==> config.mk <==
export PLATFORM = sky130hd
export DESIGN_NAME = lfc_coeff_bank
export DESIGN_NICKNAME = d
export VERILOG_FILES = /design/src/design/lfc_pkg.sv /design/src/design/lfc_coeff_bank.sv /design/src/design/lfc_byte_reg.sv
export SDC_FILE = /design/constraint.sdc
export NUM_CORES = 1
export LEC_CHECK = 0
export ABC_AREA = 1
export ABC_CLOCK_PERIOD_IN_PS = 1600
export BUFFER_PORTS_ARGS = -buffer_cell sky130_fd_sc_hd__buf_4
export CAP_MARGIN = 30
export CORE_MARGIN = 3
export CORE_UTILIZATION = 25
export CTS_BUF_LIST = sky130_fd_sc_hd__clkbuf_8
export CTS_CLUSTER_SIZE = 14
export DETAILED_ROUTE_END_ITERATION = 10
export PLACE_DENSITY = 0.55
export SETUP_SLACK_MARGIN = 0.1
export SLEW_MARGIN = 20
export SYNTH_ARGS = -nofsm -noshare
export SYNTH_HDL_FRONTEND = slang
export SYNTH_SLANG_ARGS = --single-unit
==> constraint.sdc <==
create_clock -name clk -period 1.6 [get_ports clk]
set_input_delay 0.16 -clock clk [delete_from_list [all_inputs] [get_ports clk]]
set_output_delay 0.16 -clock clk [all_outputs]
set_load 0.005 [all_outputs]
==> src/design/lfc_pkg.sv <==
// Package for the left-channel effects coefficient register bank
`default_nettype none
package lfc_pkg;

  // ----------------------------------------------------------------
  // Widths
  // ----------------------------------------------------------------
  localparam int REG_W = 8;
  localparam int COEFF_W = 16;
  localparam int BANK_SIZE = 12;
  localparam int SLOT_W = 4;
  localparam int INDEX_W = 7;
  localparam int WB_ADR_W = 9;
  localparam int WB_DAT_W = 32;
  localparam int WB_SEL_W = 4;
  localparam int COEFF_COUNT = 6;

  // ----------------------------------------------------------------
  // Register indices; the bus byte address is four times the index
  // ----------------------------------------------------------------
  localparam logic [INDEX_W-1:0] IDX_PAGE_SELECT = 7'h00;
  localparam logic [INDEX_W-1:0] IDX_LEFT_FX_NUM5_HIGH = 7'h0b;
  localparam logic [INDEX_W-1:0] IDX_LEFT_FX_NUM5_LOW = 7'h0c;
  localparam logic [INDEX_W-1:0] IDX_LEFT_FX_DEN1_HIGH = 7'h0d;
  localparam logic [INDEX_W-1:0] IDX_LEFT_FX_DEN1_LOW = 7'h0e;
  localparam logic [INDEX_W-1:0] IDX_LEFT_FX_DEN2_HIGH = 7'h0f;
  localparam logic [INDEX_W-1:0] IDX_LEFT_FX_DEN2_LOW = 7'h10;
  localparam logic [INDEX_W-1:0] IDX_LEFT_FX_DEN4_HIGH = 7'h11;
  localparam logic [INDEX_W-1:0] IDX_LEFT_FX_DEN4_LOW = 7'h12;
  localparam logic [INDEX_W-1:0] IDX_LEFT_FX_DEN5_HIGH = 7'h13;
  localparam logic [INDEX_W-1:0] IDX_LEFT_FX_DEN5_LOW = 7'h14;
  localparam logic [INDEX_W-1:0] IDX_LEFT_DEEMPH_NUM0_HIGH = 7'h15;
  localparam logic [INDEX_W-1:0] IDX_LEFT_DEEMPH_NUM0_LOW = 7'h16;
  localparam logic [INDEX_W-1:0] IDX_BANK_STATUS = 7'h7f;

  // Page that holds the coefficient bank
  localparam logic [REG_W-1:0] COEFF_PAGE = 8'h01;

  // ----------------------------------------------------------------
  // Values after reset
  // ----------------------------------------------------------------
  localparam logic [REG_W-1:0] RST_PAGE_SELECT = 8'h00;
  localparam logic [REG_W-1:0] RST_LEFT_FX_NUM5_HIGH = 8'h67;
  localparam logic [REG_W-1:0] RST_LEFT_FX_NUM5_LOW = 8'h5d;
  localparam logic [REG_W-1:0] RST_LEFT_FX_DEN1_HIGH = 8'h7d;
  localparam logic [REG_W-1:0] RST_LEFT_FX_DEN1_LOW = 8'h83;
  localparam logic [REG_W-1:0] RST_LEFT_FX_DEN2_HIGH = 8'h84;
  localparam logic [REG_W-1:0] RST_LEFT_FX_DEN2_LOW = 8'hee;
  localparam logic [REG_W-1:0] RST_LEFT_FX_DEN4_HIGH = 8'h7d;
  localparam logic [REG_W-1:0] RST_LEFT_FX_DEN4_LOW = 8'h83;
  localparam logic [REG_W-1:0] RST_LEFT_FX_DEN5_HIGH = 8'h84;
  localparam logic [REG_W-1:0] RST_LEFT_FX_DEN5_LOW = 8'hee;
  localparam logic [REG_W-1:0] RST_LEFT_DEEMPH_NUM0_HIGH = 8'h39;
  localparam logic [REG_W-1:0] RST_LEFT_DEEMPH_NUM0_LOW = 8'h55;
  localparam logic [COEFF_COUNT-1:0] RST_BANK_STATUS = 6'h00;

  // Reset values in slot order, slot = index - IDX_LEFT_FX_NUM5_HIGH
  localparam logic [REG_W-1:0] BANK_RESET [BANK_SIZE] = '{
    RST_LEFT_FX_NUM5_HIGH, RST_LEFT_FX_NUM5_LOW,
    RST_LEFT_FX_DEN1_HIGH, RST_LEFT_FX_DEN1_LOW,
    RST_LEFT_FX_DEN2_HIGH, RST_LEFT_FX_DEN2_LOW,
    RST_LEFT_FX_DEN4_HIGH, RST_LEFT_FX_DEN4_LOW,
    RST_LEFT_FX_DEN5_HIGH, RST_LEFT_FX_DEN5_LOW,
    RST_LEFT_DEEMPH_NUM0_HIGH, RST_LEFT_DEEMPH_NUM0_LOW
  };

  // ----------------------------------------------------------------
  // Coefficient carrier towards the filter datapath
  // ----------------------------------------------------------------
  typedef struct packed {
    logic signed [COEFF_W-1:0] fxNumeratorFive;
    logic signed [COEFF_W-1:0] fxDenominatorOne;
    logic signed [COEFF_W-1:0] fxDenominatorTwo;
    logic signed [COEFF_W-1:0] fxDenominatorFour;
    logic signed [COEFF_W-1:0] fxDenominatorFive;
    logic signed [COEFF_W-1:0] deemphNumeratorZero;
  } lfc_coeff_s;

endpackage : lfc_pkg

`default_nettype wire

==> src/design/lfc_coeff_bank.sv <==
// Left-channel effects and de-emphasis coefficient bank, Wishbone slave
//
// Operation
// Bank sits in page 1, indices 11-22
// Coefficient is high byte then low byte
// Coefficients are read as signed two's complement
// Numerator five low byte resets to 0x5d
// Denominator one resets to 0x7d, 0x83
// Denominator two resets to 0x84, 0xee
// Denominator four resets to 0x7d, 0x83
// Denominator five resets to 0x84, 0xee
// De-emphasis numerator zero high resets 0x39
// Numerator five high, index 11, resets 0x67
// De-emphasis numerator zero low, index 22, 0x55
// Assembled coefficients feed the filter datapath
`timescale 1ns/1ps
`default_nettype none

module lfc_coeff_bank #(
  parameter int BANK_SIZE = lfc_pkg::BANK_SIZE
) (
  input wire logic clk,
  input wire logic resetn,
  input wire logic wb_cyc_i,
  input wire logic wb_stb_i,
  input wire logic wb_we_i,
  input wire logic [lfc_pkg::WB_ADR_W-1:0] wb_adr_i,
  input wire logic [lfc_pkg::WB_SEL_W-1:0] wb_sel_i,
  input wire logic [lfc_pkg::WB_DAT_W-1:0] wb_dat_i,
  output logic [lfc_pkg::WB_DAT_W-1:0] wb_dat_o,
  output logic wb_ack_o,
  output logic [lfc_pkg::REG_W-1:0] pageSelect,
  output lfc_pkg::lfc_coeff_s coeffs
);

  // ----------------------------------------------------------------
  // Declarations
  // ----------------------------------------------------------------
  logic busRequest;
  logic writeCommit;
  logic readCapture;
  logic [lfc_pkg::INDEX_W-1:0] wordIndex;
  logic coeffPageOpen;
  logic bankHit;
  logic pageHit;
  logic statusHit;
  logic [lfc_pkg::INDEX_W-1:0] slotWide;
  logic [lfc_pkg::SLOT_W-1:0] bankSlot;
  logic [lfc_pkg::REG_W-1:0] writeByte;
  logic [BANK_SIZE-1:0] bankWrite;
  logic [lfc_pkg::REG_W-1:0] bankValue [BANK_SIZE];
  logic [lfc_pkg::COEFF_COUNT-1:0] modified;
  logic [lfc_pkg::COEFF_COUNT-1:0] modifiedSet;
  logic [lfc_pkg::COEFF_COUNT-1:0] modifiedClear;
  logic [lfc_pkg::REG_W-1:0] readByte;
  logic [lfc_pkg::REG_W-1:0] bankReadByte;

  // ----------------------------------------------------------------
  // Bus handshake
  // ----------------------------------------------------------------

  // A request is live while the master holds cyc and stb
  assign busRequest = wb_cyc_i & wb_stb_i;

  // Writes land on the ack edge, the one edge the master commits on
  assign writeCommit = busRequest & wb_we_i & wb_ack_o & wb_sel_i[0];

  // Read data is caught one edge early so it stands beside ack
  assign readCapture = busRequest & ~wb_we_i & ~wb_ack_o;

  // Ack one cycle after the request, dropped in the following cycle
  always_ff @(posedge clk or negedge resetn) begin
    if (!resetn) begin
      wb_ack_o <= 1'b0;
    end else begin
      wb_ack_o <= busRequest & ~wb_ack_o;
    end
  end

  // ----------------------------------------------------------------
  // Address decode
  // ----------------------------------------------------------------

  // Byte lanes 1 to 3 carry nothing; the word index picks the register
  assign wordIndex = wb_adr_i[lfc_pkg::WB_ADR_W-1:2];
  assign writeByte = wb_dat_i[lfc_pkg::REG_W-1:0];

  // The bank answers only while page 1 is selected
  assign coeffPageOpen = (pageSelect == lfc_pkg::COEFF_PAGE);

  // Bank window covers the paired bytes either side of 12-21
  assign bankHit = coeffPageOpen &&
                   (wordIndex >= lfc_pkg::IDX_LEFT_FX_NUM5_HIGH) &&
                   (wordIndex <= lfc_pkg::IDX_LEFT_DEEMPH_NUM0_LOW);

  // Page select and status stay reachable from any page
  assign pageHit = (wordIndex == lfc_pkg::IDX_PAGE_SELECT);
  assign statusHit = (wordIndex == lfc_pkg::IDX_BANK_STATUS);

  // Slot number inside the bank, narrowed on purpose
  assign slotWide = wordIndex - lfc_pkg::IDX_LEFT_FX_NUM5_HIGH;
  assign bankSlot = slotWide[lfc_pkg::SLOT_W-1:0];

  // ----------------------------------------------------------------
  // Page select
  // ----------------------------------------------------------------

  // Software flips pages here; page 0 holds nothing of this bank
  always_ff @(posedge clk or negedge resetn) begin
    if (!resetn) begin
      pageSelect <= lfc_pkg::RST_PAGE_SELECT;
    end else if (writeCommit && pageHit) begin
      pageSelect <= writeByte;
    end
  end

  // ----------------------------------------------------------------
  // Write strobes for the coefficient cells
  // ----------------------------------------------------------------

  // One strobe per cell, only for a committed write inside the bank
  always_comb begin
    bankWrite = '0;
    if (writeCommit && bankHit) begin
      bankWrite[bankSlot] = 1'b1;
    end
  end

  // ----------------------------------------------------------------
  // Coefficient storage cells
  // ----------------------------------------------------------------

  // Each cell takes its reset byte from the package table by slot
  for (genvar i = 0; i < BANK_SIZE; i++) begin : g_cell
    lfc_byte_reg #(
      .RESET_VALUE(lfc_pkg::BANK_RESET[i])
    ) u_cell (
      .clk(clk),
      .resetn(resetn),
      .writeEnable(bankWrite[i]),
      .writeData(writeByte),
      .value(bankValue[i])
    );
  end

  // ----------------------------------------------------------------
  // Coefficient assembly towards the filter
  // ----------------------------------------------------------------

  // Upper byte on top, lower byte below; each cell takes its own write at once,
  // so the filter may see a half-updated value between the two
  // byte writes, a hazard software avoids by muting first.
  always_comb begin
    coeffs.fxNumeratorFive = $signed({bankValue[0], bankValue[1]});
    coeffs.fxDenominatorOne = $signed({bankValue[2], bankValue[3]});
    coeffs.fxDenominatorTwo = $signed({bankValue[4], bankValue[5]});
    coeffs.fxDenominatorFour = $signed({bankValue[6], bankValue[7]});
    coeffs.fxDenominatorFive = $signed({bankValue[8], bankValue[9]});
    coeffs.deemphNumeratorZero = $signed({bankValue[10], bankValue[11]});
  end

  // ----------------------------------------------------------------
  // Modified-since-reset flags
  // ----------------------------------------------------------------

  // A write to either byte marks that coefficient as changed
  always_comb begin
    modifiedSet = '0;
    for (int k = 0; k < BANK_SIZE; k++) begin
      if (bankWrite[k]) begin
        modifiedSet[k / 2] = 1'b1;
      end
    end
  end

  // Ones written to the status register clear the matching flags
  assign modifiedClear = (writeCommit && statusHit) ?
                         writeByte[lfc_pkg::COEFF_COUNT-1:0] : '0;

  // Set wins over clear so a racing write is never lost
  always_ff @(posedge clk or negedge resetn) begin
    if (!resetn) begin
      modified <= lfc_pkg::RST_BANK_STATUS;
    end else begin
      modified <= (modified & ~modifiedClear) | modifiedSet;
    end
  end

  // ----------------------------------------------------------------
  // Read path
  // ----------------------------------------------------------------

  // Bank byte by slot; slots past the bank never reach here
  always_comb begin
    bankReadByte = '0;
    for (int k = 0; k < BANK_SIZE; k++) begin
      if (bankSlot == k[lfc_pkg::SLOT_W-1:0]) begin
        bankReadByte = bankValue[k];
      end
    end
  end

  // Unmapped addresses and the bank on a closed page read as zero
  always_comb begin
    readByte = '0;
    if (pageHit) begin
      readByte = pageSelect;
    end else if (statusHit) begin
      readByte = {{(lfc_pkg::REG_W - lfc_pkg::COEFF_COUNT){1'b0}}, modified};
    end else if (bankHit) begin
      readByte = bankReadByte;
    end
  end

  // Read data held from flops; upper lanes always zero
  always_ff @(posedge clk or negedge resetn) begin
    if (!resetn) begin
      wb_dat_o <= '0;
    end else if (readCapture) begin
      wb_dat_o <= {{(lfc_pkg::WB_DAT_W - lfc_pkg::REG_W){1'b0}}, readByte};
    end
  end

endmodule : lfc_coeff_bank

`default_nettype wire

==> src/design/lfc_byte_reg.sv <==
// One byte-wide read/write coefficient storage cell
`timescale 1ns/1ps
`default_nettype none

module lfc_byte_reg #(
  parameter logic [7:0] RESET_VALUE = 8'h00
) (
  input wire logic clk,
  input wire logic resetn,
  input wire logic writeEnable,
  input wire logic [7:0] writeData,
  output logic [7:0] value
);

  // ----------------------------------------------------------------
  // Storage
  // ----------------------------------------------------------------

  // Loads its own constant under reset, else takes each write
  always_ff @(posedge clk or negedge resetn) begin
    if (!resetn) begin
      value <= RESET_VALUE;
    end else if (writeEnable) begin
      value <= writeData;
    end
  end

endmodule : lfc_byte_reg

`default_nettype wire

==> impl_metrics.tcl <==
set metrics [dict create \
    die_area_um2 25700 \
    start_kind "register" \
    fin_ws_ns -0.106 \
    num_rows 55 \
    final_cells 1291 \
    drc_errors 0 \
    cellLeakagePower_nw 4.37 \
    hold_viol_final 0 \
    worstPathMaxFanout 8 \
    cts.clk_slew.worst_paths_ns 0.07 \
    post-dp-hpwl_um 15500 \
    end_kind "register" \
    cts_inserted_buffers 17 \
    overflow 0 \
    first_global_vias 5569 \
    hp-class "in -> reg" \
    yosysWarnings 0 \
    diodes 0 \
    crit_required_ns 1.98 \
    status "finished with violations" \
    netlist.area_leader.share_pct 28.1 \
    initialDrtViolationCount 391 \
    ys_seq_area_share_pct 51.1 \
    slew_violations 0 \
    design.portCount 187 \
    syn_avg_cell_area_um2 8.06 \
    max_freq_ghz 0.586 \
    wl_per_cell_um 16.7 \
    pwr-share-seq_pct 48.0 \
    track_usage_pct 16.7 \
    syn_to_final_growth_pct 47.4 \
    intPower_mw 4.77 \
    fin_area_um2 8780 \
    cap_violations 0 \
    die_w_um 160 \
    critPathArrivalTime_ns 2.09 \
    cts.sinks 119 \
    layout-drive-gt1-share_pct 43.8 \
    crit_type "reg -> reg" \
    dieHeight_um 160 \
    holdWs_ns 0.116 \
    grt_max_degree 79 \
    setup_viol 99 \
    placed_area_um2 7900 \
    gp_congestion 0.821 \
    grt_pass1_wl_um 33100 \
    clock_latency_ns 0.45 \
    violations "negative setup slack" \
    coreArea_um2 23100 \
    slew_headroom_pct 64.1 \
    ant_nets 0 \
    wl_um 21500 \
    total_power_mw 6.34 \
    cts_tree "done" \
    rsz0062_at_grt "yes" \
    vias_per_cell 4.42 \
    placed_cells 1236 \
    start_util_pct 25.8 \
    tightestPinTransition_ns 0.539 \
    fillerInstances 2416 \
    powerDensity_nw_per_um2 721 \
    io_buffers 133 \
    period_share_pct 107 \
    ys_ff_latch 119 \
    final.setup_skew_ns 0.0171 \
    layout.nets 1016 \
    netlist_instances 739 \
    yosysTopAreaCell "dfrtp_1" \
    netSwitchingFraction_pct 24.6 \
    cts-root-buf "clkbuf_8" \
    first_pass_iters 5 \
    syn-cell-area_um2 5960 \
    tns_ns -5.77 \
    period_needed_ns 1.71 \
    comb_power_share_pct 8.7 \
    clkPwrFrac_pct 43.3 \
    peakVddDrop_uv 442 \
    ys_types 33 \
    antenna_found_initial 0 \
    yosys-top-cells-area "dfrtp_1 (28%), dfstp_2 (23%), nand2_1 (15%)" \
    htreeDepth 4 \
    p_sw_mw 1.56 \
    cts_max_path_buffers 2 \
    dr_total_vias 5708 \
]
## metrics by stage
step | util, % | worst slack [ns]
after floorplan | - | -0.146
after global placement | 34.3 | -0.336
after detailed placement | 34.3 | -0.347
after CTS | 37.5 | -0.177
after global routing | 38.1 | -0.244
final | 38.1 | -0.106
## worst paths after layout
kind / start / cells past startpoint / slack, ns / end
max: pageSelect[5]$_DFFE_PN0P_ / 10 / -0.11 / g_cell[2].u_cell.value[5]$_DFFE_PN1P_
min: wb_dat_i[5] / 3 / 0.12 / pageSelect[5]$_DFFE_PN0P_
max reg2reg: pageSelect[5]$_DFFE_PN0P_ / 10 / -0.11 / g_cell[2].u_cell.value[5]$_DFFE_PN1P_
min reg2reg: g_cell[5].u_cell.value[7]$_DFFE_PN1P_ / 2 / 0.48 / g_cell[5].u_cell.value[7]$_DFFE_PN1P_
max in group asynchronous: resetn / 3 / 0.86 / wb_dat_o[1]$_DFFE_PN0P_
min in group asynchronous: resetn / 3 / 0.26 / g_cell[8].u_cell.value[0]$_DFFE_PN0P_
## cell usage after synthesis
cell      instances
a21oi_1          11
a21oi_2           1
buf_2            14
buf_4            24
buf_6             2
clkbuf_1         14
clkinv_1          1
conb_1            1
dfrtp_1          67
dfstp_2          52
inv_1            57
inv_2             7
nand2_1         240
nand2_2          10
nand2_4           1
nand3_1          39
nand3_2           2
nand3_4           1
nand4_1          11
nor2_1           33
nor2_2            3
nor2_4            3
nor3_1            1
nor3_2            1
nor3_4            1
o211ai_2          1
o211ai_4          1
o21ai_0          29
o21ai_1          80
o21ai_2           8
or2_0             2
or2_1             2
or2_2            19
## flip-flops by register name, indices dropped and copies added (netlist names)
signal and flops:
modified 6, wb_ack_o 1, g_cell.u_cell.value 96, wb_dat_o 8, pageSelect 8
## placed cells by master, fill, tap and decap left out, types with 19 or more instances in the layout
master / count
clkbuf_8: 22
dfstp_2: 52
nand2_1: 217
conb_1: 24
nand2_2: 20
buf_4: 222
dfrtp_1: 67
nand3_1: 27
o21ai_1: 81
o21ai_0: 19
inv_1: 57
nor2_1: 30
## cell type report
class | instances | area, µm² | area share (%)
Sequential cell | 119 | 3040 | 34.6
Multi-Input combinational cell | 529 | 2780 | 31.7
Timing Repair Buffer | 234 | 1890 | 21.5
Tap cell | 313 | 392 | 4.46
Clock buffer | 22 | 303 | 3.45
Inverter | 65 | 288 | 3.28
Clock inverter | 9 | 88.8 | 1.01
## per-layer routing
metal | vias to the layer above | part of all wire, % | global-route usage, %
met1 | 2723 | 48 | 23.6
met3 | 16 | 4.4 | 3.43
met5 | - | 0 | 0
met4 | 0 | 0.99 | 3.91
li1 | 2789 | - | -
met2 | 180 | 47 | 26.4
## worst max-delay path: stages (launching register included)
cell      delay (ns)
dfrtp_1         0.39
inv_2           0.07
nand4_1         0.11
nor3_2          0.25
o211ai_4        0.12
nor2_4          0.14
buf_12          0.14
buf_12          0.11
nand3_4         0.14
nand2_2         0.12
o21ai_2         0.05
## timing repair
action	in CTS	in global routing
pin swaps	38	8
hold buffers	2	0
buffers inserted	13	3
resized for setup	50	29
endpoints found under the setup margin	110	110
endpoints found under the hold margin	68	0
cloned	3	3
## cell families after synthesis
group / synth area share (%)
and+or+nand+nor: 27.3
AOI/OAI and AO/OA: 12.0
DFF: 51.1
buffers and inverters: 9.56
other: 0.0630
## power groups by stage
stage / clock [mW] / sequential [mW] / combinational (mW)
detailed placement: 0 / 3.09 / 0.522
global placement: 0 / 3.09 / 0.522
floorplan: 0 / 3.09 / 0.241
CTS: 2.80 / 3.04 / 0.551
global route: 2.93 / 3.04 / 0.607
finish: 2.75 / 3.04 / 0.550
Power figures use the tool's default switching activity.
